<file path="config.mk">
export PLATFORM = sky130hd
export DESIGN_NAME = cable_discover_identity_responder
export DESIGN_NICKNAME = d
export VERILOG_FILES = /design/src/pkg/cable_id_pkg.sv /design/src/design/cable_discover_identity_responder.sv /design/src/design/id_image_mem.sv /design/src/design/vdo_field_check.sv
export VERILOG_INCLUDE_DIRS = /design/src /design/src/pkg
export SDC_FILE = /design/constraint.sdc
export NUM_CORES = 1
export LEC_CHECK = 0
export BUFFER_PORTS_ARGS = -buffer_cell sky130_fd_sc_hd__buf_2
export CORE_UTILIZATION = 65
export CTS_BUF_LIST = sky130_fd_sc_hd__clkbuf_8
export CTS_CLUSTER_DIAMETER = 100
export DETAILED_ROUTE_END_ITERATION = 10
export PLACE_DENSITY = 0.87
export SYNTH_ARGS = -nofsm -noshare
export SYNTH_HDL_FRONTEND = slang
export SYNTH_SLANG_ARGS = --single-unit
export TNS_END_PERCENT = 50
</file>
<file path="constraint.sdc">
create_clock -name clk -period 9.8 [get_ports clk]
set_clock_uncertainty 0.05 [all_clocks]
set_input_delay 0.98 -clock clk [delete_from_list [all_inputs] [get_ports clk]]
set_output_delay 0.98 -clock clk [all_outputs]
set_load 0.03 [all_outputs]
</file>
<file path="src/pkg/cable_id_cfg.svh">
// offsets, field positions, reset values and codes of the identity responder
`ifndef CABLE_ID_CFG_SVH
`define CABLE_ID_CFG_SVH

// structured header constants
`define CID_PD_SID 16'hff00
`define CID_VDM_VER 2'b01
`define CID_CMD_DISC_ID 5'h01
`define CID_SVID_HI 31
`define CID_SVID_LO 16
`define CID_VDM_TYPE_BIT 15
`define CID_CT_HI 7
`define CID_CT_LO 6
`define CID_CMD_HI 4
`define CID_CMD_LO 0

// data object counts in the message header and image word indices
`define CID_NOBJ_NAK 3'h1
`define CID_NOBJ_BASE 3'h4
`define CID_NOBJ_CABLE 3'h5
`define CID_IDX_PRODUCT 2'h2
`define CID_IDX_CABLE 2'h3
`define CID_IDX_HDR 2'h0

// register byte offsets
`define CID_OFS_IDH 8'h00
`define CID_OFS_CERT 8'h04
`define CID_OFS_PROD 8'h08
`define CID_OFS_CABLE 8'h0c
`define CID_OFS_CTRL 8'h10
`define CID_OFS_STAT 8'h14
`define CID_OFS_LAST 8'h18

// control register bits and reset value
`define CID_CTRL_EN 0
`define CID_CTRL_NAK 1
`define CID_CTRL_BUSY 2
`define CID_CTRL_CLR_ERR 3
`define CID_CTRL_RST 3'h1

// identity header fields
`define CID_IDH_HOST 31
`define CID_IDH_DEV 30
`define CID_IDH_PT_HI 29
`define CID_IDH_PT_LO 27
`define CID_IDH_MODAL 26
`define CID_IDH_RSV_HI 25
`define CID_IDH_RSV_LO 16
`define CID_PT_UNDEF 3'h0
`define CID_PT_PASSIVE 3'h3
`define CID_PT_ACTIVE 3'h4

// cable object fields
`define CID_CBL_VER_HI 23
`define CID_CBL_VER_LO 21
`define CID_CBL_RSV 20
`define CID_CBL_CONN_HI 19
`define CID_CBL_CONN_LO 18
`define CID_CBL_RECEPT 17
`define CID_CBL_LAT_HI 16
`define CID_CBL_LAT_LO 13
`define CID_CBL_CUR_HI 6
`define CID_CBL_CUR_LO 5
`define CID_CBL_VBUS 4
`define CID_CBL_SS_HI 2
`define CID_CBL_SS_LO 0
`define CID_VER_BAD0 3'h0
`define CID_VER_BAD1 3'h1
`define CID_VER_BAD7 3'h7
`define CID_CONN_TYPEC 2'h2
`define CID_LAT_MIN 4'h1
`define CID_LAT_MAX 4'ha
`define CID_CUR_NONE 2'h0
`define CID_CUR_RSV 2'h3
`define CID_SS_MAX 3'h2

`endif

</file>
<file path="src/pkg/cable_id_pkg.sv">
// types shared by the identity responder files
package cable_id_pkg;

    typedef enum logic [1:0] {
        SOP_PLAIN = 2'h0,
        SOP_PRIME = 2'h1,
        SOP_DPRIME = 2'h2,
        SOP_OTHER = 2'h3
    } sop_kind_t;

    typedef enum logic [1:0] {
        CT_REQ = 2'h0,
        CT_ACK = 2'h1,
        CT_NAK = 2'h2,
        CT_BUSY = 2'h3
    } cmd_type_t;

    typedef enum logic [2:0] {
        TX_IDLE,
        TX_HDR,
        TX_FETCH,
        TX_WAIT,
        TX_SEND
    } tx_st_t;

    typedef struct packed {
        logic valid;
        sop_kind_t sop;
        logic [31:0] hdr;
    } rx_req_t;

    typedef struct packed {
        logic valid;
        logic first;
        logic last;
        logic [2:0] obj_cnt;
        logic [31:0] data;
    } tx_word_t;

    typedef struct packed {
        logic [7:0] addr;
        logic [31:0] wdata;
        logic wr;
        logic rd;
    } bus_req_t;

    typedef struct packed {
        tx_st_t st;
        cmd_type_t kind;
        logic [1:0] idx;
        logic [1:0] last_idx;
        logic [31:0] tx_data;
        logic tx_first;
        logic tx_last;
        logic [2:0] obj_cnt;
        logic [3:0] legal;
        logic [2:0] ptype;
        logic en;
        logic force_nak;
        logic force_busy;
        logic err;
        logic [7:0] sent_cnt;
        logic [7:0] drop_cnt;
        cmd_type_t last_kind;
        logic [2:0] last_cnt;
        logic rd_q;
        logic rd_mem;
        logic [31:0] rd_data;
    } core_t;

endpackage

</file>
<file path="src/design/cable_discover_identity_responder.sv">
// cable plug responder that frames the discover identity reply
//
// Overview of operation
// - request and reply both carry the PD standard id in the SVID field
// - ack carries id header, cert stat, product, then optional cable object
// - no data objects beyond header, cert, product and cable are ever sent
// - nak and busy replies report one object and carry no VDOs
// - id header bit 31 flags USB host capability
// - id header bit 30 flags USB device capability
// - product type is undefined, passive or active; reserved codes refused
// - id header bit 26 flags modal operation support
// - id header bits 25..16 forced zero; low half is the vendor id
// - cert stat object carries the 32-bit test id unchanged
// - product object holds product id high and bcdDevice low
// - cable object appended whenever product type is a cable
// - cable bits 31..24 carry hardware and firmware versions freely
// - cable object version avoids reserved codes; bit 20 forced zero
// - far connector code and plug/receptacle bit; receptacle illegal with c or captive
// - latency code must lie in 1..10
// - termination code passes unchanged in bits 12..11
// - bits 10..7 report superspeed lane directionality
// - vbus current code 11b is refused
// - vbus-through bit must agree with the current code
// - bit 3 reports a double-prime controller in the other plug
// - superspeed code above 010b refused
// - only prime start-of-packet requests are answered
// - command code 1 marks discover identity in request and reply
// - reply command type is ack 01b, nak 10b or busy 11b
//
// The address-and-strobe port and the placing of the registers were chosen for this implementation.
`timescale 1ns/1ns
`default_nettype none
`include "cable_id_cfg.svh"
module cable_discover_identity_responder
    import cable_id_pkg::*;
(
    // clock and reset
    input wire logic clk,
    input wire logic rstn,
    // received structured header
    input wire rx_req_t rx,
    // reply word stream
    input wire logic tx_ready,
    output tx_word_t tx,
    output logic resp_active,
    // register port
    input wire bus_req_t bus,
    output logic [31:0] bus_rdata
);
    logic rst_meta_r;
    logic rst_sync_r;
    core_t s_r;
    core_t s_nxt;

    logic disc_req;
    logic img_sel;
    logic img_wr;
    logic [1:0] img_idx;
    logic chk_legal;
    logic [31:0] chk_clean;
    logic [31:0] mem_a_q;
    logic [31:0] mem_b_q;
    logic mem_a_en;
    logic mem_b_en;
    logic is_cable;
    logic img_ok;
    logic [31:0] stat_word;
    logic [31:0] last_word;

    // reset release is retimed so the state leaves reset on a clean edge
    always_ff @(posedge clk or negedge rstn) begin
        if (!rstn) begin
            rst_meta_r <= 1'b0;
            rst_sync_r <= 1'b0;
        end else begin
            rst_meta_r <= 1'b1;
            rst_sync_r <= rst_meta_r;
        end
    end

    assign img_idx = bus.addr[3:2];
    assign img_sel = (bus.addr[7:4] == 4'h0) && (bus.addr[1:0] == 2'b00);
    // image is frozen while a reply is on the wire; a write in the request cycle still lands, so kind and count follow the old image and the words the new
    assign img_wr = bus.wr && img_sel && (s_r.st == TX_IDLE);
    assign mem_a_en = (s_r.st == TX_FETCH);
    assign mem_b_en = bus.rd && img_sel;

    vdo_field_check u_chk (
        .idx(img_idx),
        .word(bus.wdata),
        .legal(chk_legal),
        .clean(chk_clean)
    );

    id_image_mem #(
        .AW(2),
        .DW(32)
    ) u_mem (
        .clk(clk),
        .rst_n(rst_sync_r),
        .wr_en(img_wr),
        .wr_addr(img_idx),
        .wr_data(chk_clean),
        .a_en(mem_a_en),
        .a_addr(s_r.idx),
        .a_q(mem_a_q),
        .b_en(mem_b_en),
        .b_addr(img_idx),
        .b_q(mem_b_q)
    );

    assign disc_req = rx.valid && (rx.sop == SOP_PRIME) &&
                      (rx.hdr[`CID_SVID_HI:`CID_SVID_LO] == `CID_PD_SID) &&
                      rx.hdr[`CID_VDM_TYPE_BIT] &&
                      (rx.hdr[`CID_CT_HI:`CID_CT_LO] == CT_REQ) &&
                      (rx.hdr[`CID_CMD_HI:`CID_CMD_LO] == `CID_CMD_DISC_ID);

    assign is_cable = (s_r.ptype == `CID_PT_PASSIVE) || (s_r.ptype == `CID_PT_ACTIVE);
    // a header, cert or product word that was never written, or was refused, blocks the ack; the cable word does so only for cable types
    assign img_ok = (&s_r.legal[2:0]) && (!is_cable || s_r.legal[3]);

    assign stat_word = {s_r.drop_cnt, s_r.sent_cnt, 5'h00, s_r.ptype,
                        s_r.legal, 2'b00, s_r.err, resp_active};
    assign last_word = {27'h0000000, s_r.last_cnt, s_r.last_kind};

    always_comb begin
        s_nxt = s_r;
        s_nxt.rd_q = 1'b0;
        s_nxt.rd_mem = 1'b0;

        // register writes
        if (img_wr) begin
            s_nxt.legal[img_idx] = chk_legal;
            if (!chk_legal) begin
                s_nxt.err = 1'b1;
            end
            if (img_idx == `CID_IDX_HDR) begin
                s_nxt.ptype = bus.wdata[`CID_IDH_PT_HI:`CID_IDH_PT_LO];
            end
        end else if (bus.wr && img_sel) begin
            s_nxt.err = 1'b1;
        end
        if (bus.wr && bus.addr == `CID_OFS_CTRL) begin
            s_nxt.en = bus.wdata[`CID_CTRL_EN];
            s_nxt.force_nak = bus.wdata[`CID_CTRL_NAK];
            s_nxt.force_busy = bus.wdata[`CID_CTRL_BUSY];
            // a refused write in the same cycle keeps the error flag set
            if (bus.wdata[`CID_CTRL_CLR_ERR] && !(bus.wr && img_sel)) begin
                s_nxt.err = 1'b0;
            end
        end

        // register reads, answered in the next cycle
        if (bus.rd) begin
            s_nxt.rd_q = 1'b1;
            s_nxt.rd_mem = img_sel;
            case (bus.addr)
                `CID_OFS_CTRL: begin
                    s_nxt.rd_data = {29'h00000000, s_r.force_busy, s_r.force_nak, s_r.en};
                end
                `CID_OFS_STAT: begin
                    s_nxt.rd_data = stat_word;
                end
                `CID_OFS_LAST: begin
                    s_nxt.rd_data = last_word;
                end
                default: begin
                    s_nxt.rd_data = 32'h00000000;
                end
            endcase
        end

        // reply framing
        case (s_r.st)
            TX_IDLE: begin
                if (disc_req && s_r.en) begin
                    s_nxt.st = TX_HDR;
                    s_nxt.idx = 2'h0;
                    s_nxt.tx_first = 1'b1;
                    if (s_r.force_busy) begin
                        s_nxt.kind = CT_BUSY;
                    end else if (s_r.force_nak || !img_ok) begin
                        s_nxt.kind = CT_NAK;
                    end else begin
                        s_nxt.kind = CT_ACK;
                    end
                    if (s_nxt.kind == CT_ACK) begin
                        s_nxt.tx_last = 1'b0;
                        if (is_cable) begin
                            s_nxt.last_idx = `CID_IDX_CABLE;
                            s_nxt.obj_cnt = `CID_NOBJ_CABLE;
                        end else begin
                            s_nxt.last_idx = `CID_IDX_PRODUCT;
                            s_nxt.obj_cnt = `CID_NOBJ_BASE;
                        end
                    end else begin
                        s_nxt.tx_last = 1'b1;
                        s_nxt.last_idx = 2'h0;
                        s_nxt.obj_cnt = `CID_NOBJ_NAK;
                    end
                    s_nxt.tx_data = {`CID_PD_SID, 1'b1, `CID_VDM_VER, 2'b00, 3'b000,
                                     s_nxt.kind, 1'b0, `CID_CMD_DISC_ID};
                end else if (disc_req && s_r.sent_cnt != 8'hff) begin
                    s_nxt.drop_cnt = (s_r.drop_cnt == 8'hff) ? s_r.drop_cnt :
                                     s_r.drop_cnt + 8'h01;
                end
            end
            TX_HDR: begin
                if (tx_ready) begin
                    s_nxt.tx_first = 1'b0;
                    if (s_r.tx_last) begin
                        s_nxt.st = TX_IDLE;
                        s_nxt.tx_last = 1'b0;
                    end else begin
                        s_nxt.st = TX_FETCH;
                    end
                end
            end
            TX_FETCH: begin
                s_nxt.st = TX_WAIT;
            end
            TX_WAIT: begin
                // header, cert, product and cable words go out as stored
                s_nxt.tx_data = mem_a_q;
                // termination, lanes and plug presence bits pass unchanged
                s_nxt.tx_last = (s_r.idx == s_r.last_idx);
                s_nxt.st = TX_SEND;
            end
            TX_SEND: begin
                if (tx_ready) begin
                    if (s_r.tx_last) begin
                        s_nxt.st = TX_IDLE;
                        s_nxt.tx_last = 1'b0;
                    end else begin
                        s_nxt.idx = s_r.idx + 2'h1;
                        s_nxt.st = TX_FETCH;
                    end
                end
            end
            default: begin
                s_nxt.st = TX_IDLE;
            end
        endcase

        // bookkeeping when a frame completes
        if ((s_r.st == TX_HDR || s_r.st == TX_SEND) && tx_ready && s_r.tx_last) begin
            s_nxt.last_kind = s_r.kind;
            s_nxt.last_cnt = s_r.obj_cnt;
            s_nxt.sent_cnt = (s_r.sent_cnt == 8'hff) ? s_r.sent_cnt :
                             s_r.sent_cnt + 8'h01;
        end
    end

    always_ff @(posedge clk or negedge rst_sync_r) begin
        if (!rst_sync_r) begin
            s_r.st <= TX_IDLE;
            s_r.kind <= CT_REQ;
            s_r.idx <= 2'h0;
            s_r.last_idx <= 2'h0;
            s_r.tx_data <= 32'h00000000;
            s_r.tx_first <= 1'b0;
            s_r.tx_last <= 1'b0;
            s_r.obj_cnt <= 3'h0;
            s_r.legal <= 4'h0;
            s_r.ptype <= `CID_PT_UNDEF;
            s_r.en <= 1'(`CID_CTRL_RST);
            s_r.force_nak <= 1'b0;
            s_r.force_busy <= 1'b0;
            s_r.err <= 1'b0;
            s_r.sent_cnt <= 8'h00;
            s_r.drop_cnt <= 8'h00;
            s_r.last_kind <= CT_REQ;
            s_r.last_cnt <= 3'h0;
            s_r.rd_q <= 1'b0;
            s_r.rd_mem <= 1'b0;
            s_r.rd_data <= 32'h00000000;
        end else begin
            s_r <= s_nxt;
        end
    end

    // outputs
    assign tx.valid = (s_r.st == TX_HDR) || (s_r.st == TX_SEND);
    assign tx.first = s_r.tx_first;
    assign tx.last = s_r.tx_last;
    assign tx.obj_cnt = s_r.obj_cnt;
    assign tx.data = s_r.tx_data;
    assign resp_active = (s_r.st != TX_IDLE);
    // read data stands only in the cycle after the strobe
    assign bus_rdata = !s_r.rd_q ? 32'h00000000 :
                       (s_r.rd_mem ? mem_b_q : s_r.rd_data);
endmodule
`default_nettype wire

</file>
<file path="src/design/id_image_mem.sv">
// small image store: one write port, two read ports with registered data
`timescale 1ns/1ns
`default_nettype none
module id_image_mem #(
    parameter int AW = 2,
    parameter int DW = 32
) (
    // clock and reset
    input wire logic clk,
    input wire logic rst_n,
    // write port
    input wire logic wr_en,
    input wire logic [AW-1:0] wr_addr,
    input wire logic [DW-1:0] wr_data,
    // read port a
    input wire logic a_en,
    input wire logic [AW-1:0] a_addr,
    output logic [DW-1:0] a_q,
    // read port b
    input wire logic b_en,
    input wire logic [AW-1:0] b_addr,
    output logic [DW-1:0] b_q
);
    logic [DW-1:0] mem_r [2**AW];

    always_ff @(posedge clk) begin
        if (wr_en) begin
            mem_r[wr_addr] <= wr_data;
        end
    end

    always_ff @(posedge clk or negedge rst_n) begin
        if (!rst_n) begin
            a_q <= '0;
            b_q <= '0;
        end else begin
            if (a_en) begin
                a_q <= mem_r[a_addr];
            end
            if (b_en) begin
                b_q <= mem_r[b_addr];
            end
        end
    end
endmodule
`default_nettype wire

</file>
<file path="src/design/vdo_field_check.sv">
// judges one written image word and clears its must-be-zero bits
`timescale 1ns/1ns
`default_nettype none
`include "cable_id_cfg.svh"
module vdo_field_check (
    // word under test
    input wire logic [1:0] idx,
    input wire logic [31:0] word,
    // verdict
    output logic legal,
    output logic [31:0] clean
);
    logic [2:0] pt;
    logic [2:0] ver;
    logic [1:0] conn;
    logic [3:0] lat;
    logic [1:0] cur;
    logic [2:0] ss;

    always_comb begin
        pt = word[`CID_IDH_PT_HI:`CID_IDH_PT_LO];
        ver = word[`CID_CBL_VER_HI:`CID_CBL_VER_LO];
        conn = word[`CID_CBL_CONN_HI:`CID_CBL_CONN_LO];
        lat = word[`CID_CBL_LAT_HI:`CID_CBL_LAT_LO];
        cur = word[`CID_CBL_CUR_HI:`CID_CBL_CUR_LO];
        ss = word[`CID_CBL_SS_HI:`CID_CBL_SS_LO];
        clean = word;
        legal = 1'b1;
        if (idx == `CID_IDX_HDR) begin
            clean[`CID_IDH_RSV_HI:`CID_IDH_RSV_LO] = '0;
            legal = (pt == `CID_PT_UNDEF) || (pt == `CID_PT_PASSIVE) ||
                    (pt == `CID_PT_ACTIVE);
        end else if (idx == `CID_IDX_CABLE) begin
            clean[`CID_CBL_RSV] = 1'b0;
            if (ver == `CID_VER_BAD0 || ver == `CID_VER_BAD1 || ver == `CID_VER_BAD7) begin
                legal = 1'b0;
            end
            if (word[`CID_CBL_RECEPT] && conn >= `CID_CONN_TYPEC) begin
                legal = 1'b0;
            end
            if (lat < `CID_LAT_MIN || lat > `CID_LAT_MAX) begin
                legal = 1'b0;
            end
            if (cur == `CID_CUR_RSV) begin
                legal = 1'b0;
            end
            // a cable that reports a current rating but no vbus path is self-contradictory
            if ((cur == `CID_CUR_NONE) == word[`CID_CBL_VBUS]) begin
                legal = 1'b0;
            end
            if (ss > `CID_SS_MAX) begin
                legal = 1'b0;
            end
        end
    end
endmodule
`default_nettype wire

</file>
Word level (Yosys, flattened, before mapping)

Memories as Yosys holds them, arrays and structs flattened. A register that Yosys moved wholly into a read port is not among the register bits.
Index checks and enable logic that the tools add are counted.

Add/subtract/negate cells: 3
$lt $le $gt $ge: 6
Equal/unequal tests: 29
Mux-type cells: 46
Bitwise gates (word level): 3
Reductions and logical operators: 56

Operators with widths:

| cell                   | count |
|---|---|
| $pmux W32 S3           | 1 |
| $mux W32               | 2 |
| $pmux W32 S2           | 1 |
| $mux W46               | 1 |
| $mux W34               | 1 |
| $eq A8 B5 Y1 const B   | 3 |
| $mux W1                | 21 |
| $logic_and A1 B1 Y1    | 18 |
| $mux W2                | 9 |
| $add A8 B1 Y8 const B  | 2 |
| $eq A16 B16 Y1 const B | 1 |
| $eq A8 B8 Y1 const B   | 2 |
| $eq A3 B2 Y1 const B   | 4 |
| $eq A3 B3 Y1 const B   | 4 |
| $pmux W3 S4            | 1 |
| $reduce_and A4 Y1      | 3 |
| $reduce_and A2 Y1      | 5 |
| $logic_not A3 Y1       | 3 |
| $logic_or A1 B1 Y1     | 9 |
| $logic_not A2 Y1       | 4 |
| $mux W4                | 2 |
| $ne A8 B8 Y1 const B   | 1 |
| $eq A3 B1 Y1 const B   | 2 |
| $ne A2 B2 Y1 const B   | 3 |
| 28 further kinds       | 40 |

Bits in registers: 114
Memory bits (writable): 128
Input port bits: 80
Output and inout port bits: 71
Logic and storage cells: 167
Memories kept: 1

Memory list:

| memory      | words | width | rd ports | clocked after Yosys merged registers in | write ports | line               | RTL |
|---|---|---|---|---|---|---|---|
| u_mem.mem_r | 4     | 32    | 2        | 2                                       | 1           | id_image_mem.sv:24 | `logic [DW-1:0] mem_r [2**AW];` |

Logic depth before layout (Yosys ltp)

Depth in word-level cells: 15
Mapped depth: 8
Mapped depth without buffers: 6

Cells and area by module

From an unflattened synthesis, not the netlist that was laid out.

Cell total of the unflattened synthesis: 1,115
Area total of the unflattened synthesis: 14,188.6 µm²

Modules (own cells, without submodules):

| module                            | times used | cells an instance | area each (µm²) | sequential area each (µm²) |
|---|---|---|---|---|
| id_image_mem                      | 1          | 489               | 8,409.3         | 5,445.2 |
| cable_discover_identity_responder | 1          | 577               | 5,440.2         | 2,628.8 |
| vdo_field_check                   | 1          | 49                | 339.1           | 0.0 |

Worst setup path after synthesis

OpenSTA, ideal clock, no wires.

Path kind: input-to-reg
Start point: in bus[35] in the netlist's numbering
End point: reg s_r[65] in the netlist's numbering
Setup time: 125 ps
Data arrival time: 3,725 ps
Required time: 9,625 ps
Setup slack: 5,900 ps
Stages on the path: 5
Buffers on the path: 0
Path through: or4_4 > nor3_4 > nand3_1 > nor2_1 > mux2_2

Word-level cells in the longest chain between the ends: 4

RTL lines:

| element                          | line                                     | RTL |
|---|---|---|
| start: declaration               | cable_discover_identity_responder.sv:47  | `input wire bus_req_t bus,` |
| $logic_not A2 Y1                 | cable_discover_identity_responder.sv:82  | `assign img_sel = (bus.addr[7:4] == 4'h0) && (bus.addr[1:0] == 2'b00);` |
| $logic_and A1 B1 Y1              | cable_discover_identity_responder.sv:82  |  |
| $logic_and A1 B1 Y1 (2 in a row) | cable_discover_identity_responder.sv:84  | `assign img_wr = bus.wr && img_sel && (s_r.st == TX_IDLE);` |
| end signal: assignment           | cable_discover_identity_responder.sv:278 | `s_r <= s_nxt;` |
| end: declaration                 | cable_discover_identity_responder.sv:52  | `core_t s_r;` |

No other way between the ends.
A chain may end at the register's enable or synchronous reset.

Worst setup path after layout

Start point: reg s_r[32] in the netlist's numbering
End point: out bus_rdata[0]

Word-level cells in the longest chain between the ends: 2

RTL lines:

| element          | line                                     | RTL |
|---|---|---|
| $mux W32         | cable_discover_identity_responder.sv:291 | `(s_r.rd_mem ? mem_b_q : s_r.rd_data);` |
| $mux W32         | cable_discover_identity_responder.sv:290 | `assign bus_rdata = !s_r.rd_q ? 32'h00000000 :` |
| end: declaration | cable_discover_identity_responder.sv:48  | `output logic [31:0] bus_rdata` |

No other way between the ends.

==> impl_results.md <==
* Outcome: completed
* Ports at 151
* Leakage at 6.15 nW
* Routed Antenna Nets at 0
* Setup Buffers After CTS at 0
* Post-DR wirelength/cell at 22.4 µm
* Final hold violations at 0
* Final period utilization at 36.9%
* Synthesized net count at 1,039
* Clock root cell: clkbuf_8
* Util after Layout at 74.5%
* Synth Area in XOR/XNOR at 1.18%
* H-tree depth at 2
* Worst-path clk slew at 60 ps
* Area added between synthesis and finish at 12.4%
* Post-DP HPWL at 19,800 µm
* Clk buf depth at 3
* Die ar. at 21,100 µm²
* Post_cts resized at 0
* CTS tree: done
* CP top delay family: flip-flops
* First-pass GRT wire length at 48,700 µm
* ANT cells at 0
* Vias in the first global route at 9,103
* Clock latency at the later pin of the worst-skew pair at 560 ps
* Mapped Area at 13,400 µm²
* PortBufs at 141
* Crit path from: s_r[32]
* Post-synthesis adder-cell area fraction at 0.187%
* Final setup margin at 6180 ps
* Initial Util at 66.3%
* Pins Over Slew Limit at 0
* CP Capture Type: output port
* Final WL at 30,900 µm
* Peak VDD IR at 0.137 mV
* Vias post-DR at 8,623
* FF+latch count, synth at 297
* Minimum clock period at 3620 ps
* Worst rel slew slack at 28.2%
* DR pass1 iterations at 8
* Final Setup Violations at 0
* Die W at 145 µm
* Measured slew at the worst slew-check pin at 1080 ps
* Critical path buffer and inverter count at 2
* Fillers at 1,219
* Arr. time, crit path at 2590 ps
* Layout cells sized above 1 at 34.9%
* Num CTS Buffers at 46
* Slowest cell delay on critical path at 940 ps
* Routed vias/inst at 6.24
* Post-Synth Simple-Gate Area at 9.88%
* Post-synthesis compound-gate area fraction at 3.86%
* RSZ-0062 raised after global routing: false
* Core Box Area at 20,200 µm²
* Max Freq at 277 MHz
* Dominant synthesized flop cell: dfrtp_1
* Cells along the critical path: buf_4 > mux2i_1 > nor2b_1 > buf_2
* Max-cap violations at 0
* Cells after synthesis at 957
* Pre-CTS WS at 5790 ps
* Pin count of the biggest net entering global routing at 75
* Synth unique cells at 57
* RD Place Congestion at 0.873
* PwrDens at 230 nW/µm²
* Startpoint types: flip-flop
* Crit path max fanout at 18
* Largest family of logic cells by synthesized area: multiplexers
* Slowest CP cell: dfrtp_1
* Hold WC Path Type: in -> async
* GR Util All Layers at 30.6%
* CTS sink cnt at 297
* CP Class: reg -> out
* Hold Buf Count CTS at 0
* Syn. warnings at 0
* Number of flops mapped to enable cells by yosys at 128
* DR iter-0 viols at 683
* GRT overflow at 0
* Reg-to-reg startpoint: s_r[111]
* Final #Nets at 1,156
* DRC viols at 0
* Setup TNS at 0 ps
* Avg Cell Area, Syn at 14.0 µm²
* Initial antenna violation count at 0
* Die Ht at 145 µm
* Multiplexer share of the synthesized area at 19.6%
* Sequential-to-total area share from yosys stat at 60.4%
* Req. time, crit path at 8770 ps
* Async set or reset register ratio after synthesis at 56.9%
* Row Count at 52
* Pwr Total at 3.45 mW
==> power by group <==
part	internal, mW	switching (mW)
Clock	0.579	0.471
Sequential	1.47	0.125
Combinational	0.338	0.467
==> cells by family (layout without fill, tap and decap cells) <==
logic type | after synthesis | in the layout
compound gates | 93 | 93
simple gates | 249 | 249
fa+ha+maj | 2 | 2
flops | 297 | 297
buf+inv | 124 | 279
xor+xnor | 18 | 18
mux | 172 | 172
other cells | 2 | 2
==> cell usage in the layout (no fill, tap or decap), types with 10 or more instances in the layout <==
master    count
buf_2       141
buf_4        16
clkbuf_8     57
dfrtp_1     166
edfxtp_1    128
inv_1        49
mux2_2       78
mux2i_1      30
mux4_2       64
nand2_1     102
nand3_1      16
nor2_1       21
nor2b_1      38
nor3_1       10
o21ai_0      65
xor2_1       16
==> Yosys cell counts, drive strengths merged (6+ instances only) <==
cell / n / area share, %
a21oi: 7 / 0.26
and3: 7 / 0.33
buf: 63 / 3.1
clkbuf: 25 / 0.70
dfrtp: 168 / 31
edfxtp: 128 / 29
inv: 36 / 1.0
mux2: 78 / 6.6
mux2i: 30 / 2.2
mux4: 64 / 11
nand2: 102 / 2.9
nand3: 16 / 0.60
nand4: 7 / 0.33
nor2: 24 / 0.67
nor2b: 38 / 1.8
nor3: 14 / 0.78
nor3b: 6 / 0.46
nor4: 11 / 0.56
o21ai: 68 / 2.6
xor2: 16 / 1.0
==> worst register-to-register path: cells and delay by family (launching register included) <==
family                 cells  cell delay [ps]
AOI/OAI and AO/OA          1              190
buffers and inverters      1              230
DFF                        1              570
and+or+nand+nor            3             1620
==> path summary, 6_finish.rpt <==
path | to | cells past startpoint | slack, ps
max | bus_rdata[0] | 4 | 6180
min | rst_sync_r | 1 | 160
max reg2reg | s_r[108] | 5 | 7010
min reg2reg | s_r[19] | 0 | 230
max in group asynchronous | tx[16] | 2 | 7350
min in group clk | rst_sync_r | 0 | 310
==> per-layer routing <==
metal | GRT usage [%] | vias to the layer above | routed length [µm]
li1 | - | 3707 | -
met2 | 50.0 | 467 | 15300
met1 | 39.4 | 4365 | 11800
met3 | 6.58 | 84 | 2580
met4 | 14.9 | 0 | 1230
met5 | 0 | - | 0
==> layout make-up <==
cell class,instances,area (µm²),share of cell area [%]
tap,270,338,2.25
multi-input combinational,536,4690,31.2
timing repair buffer,157,826,5.49
sequential,297,8080,53.8
clock inverter,29,173,1.15
clock buffer,57,785,5.22
inverter,36,135,0.899
==> state kept, by name, indices dropped and copies added (netlist names) <==
name	count
tx	35
s_r	64
u_mem.b_q	32
u_mem.a_q	32
u_mem.mem_r	128
last_word	4
rst_meta_r	1
rst_sync_r	1
==> metrics by stage <==
step / cell area [µm²] / hold slack (ps) / cells
floorplan: 13400 / 281 / 957
global placement: 14100 / 245 / 1296
detailed placement: 14100 / 247 / 1296
CTS: 15000 / 126 / 1382
global route: 15000 / 139 / 1382
finish: 15000 / 156 / 1382
(Power assumes the default switching activity.)
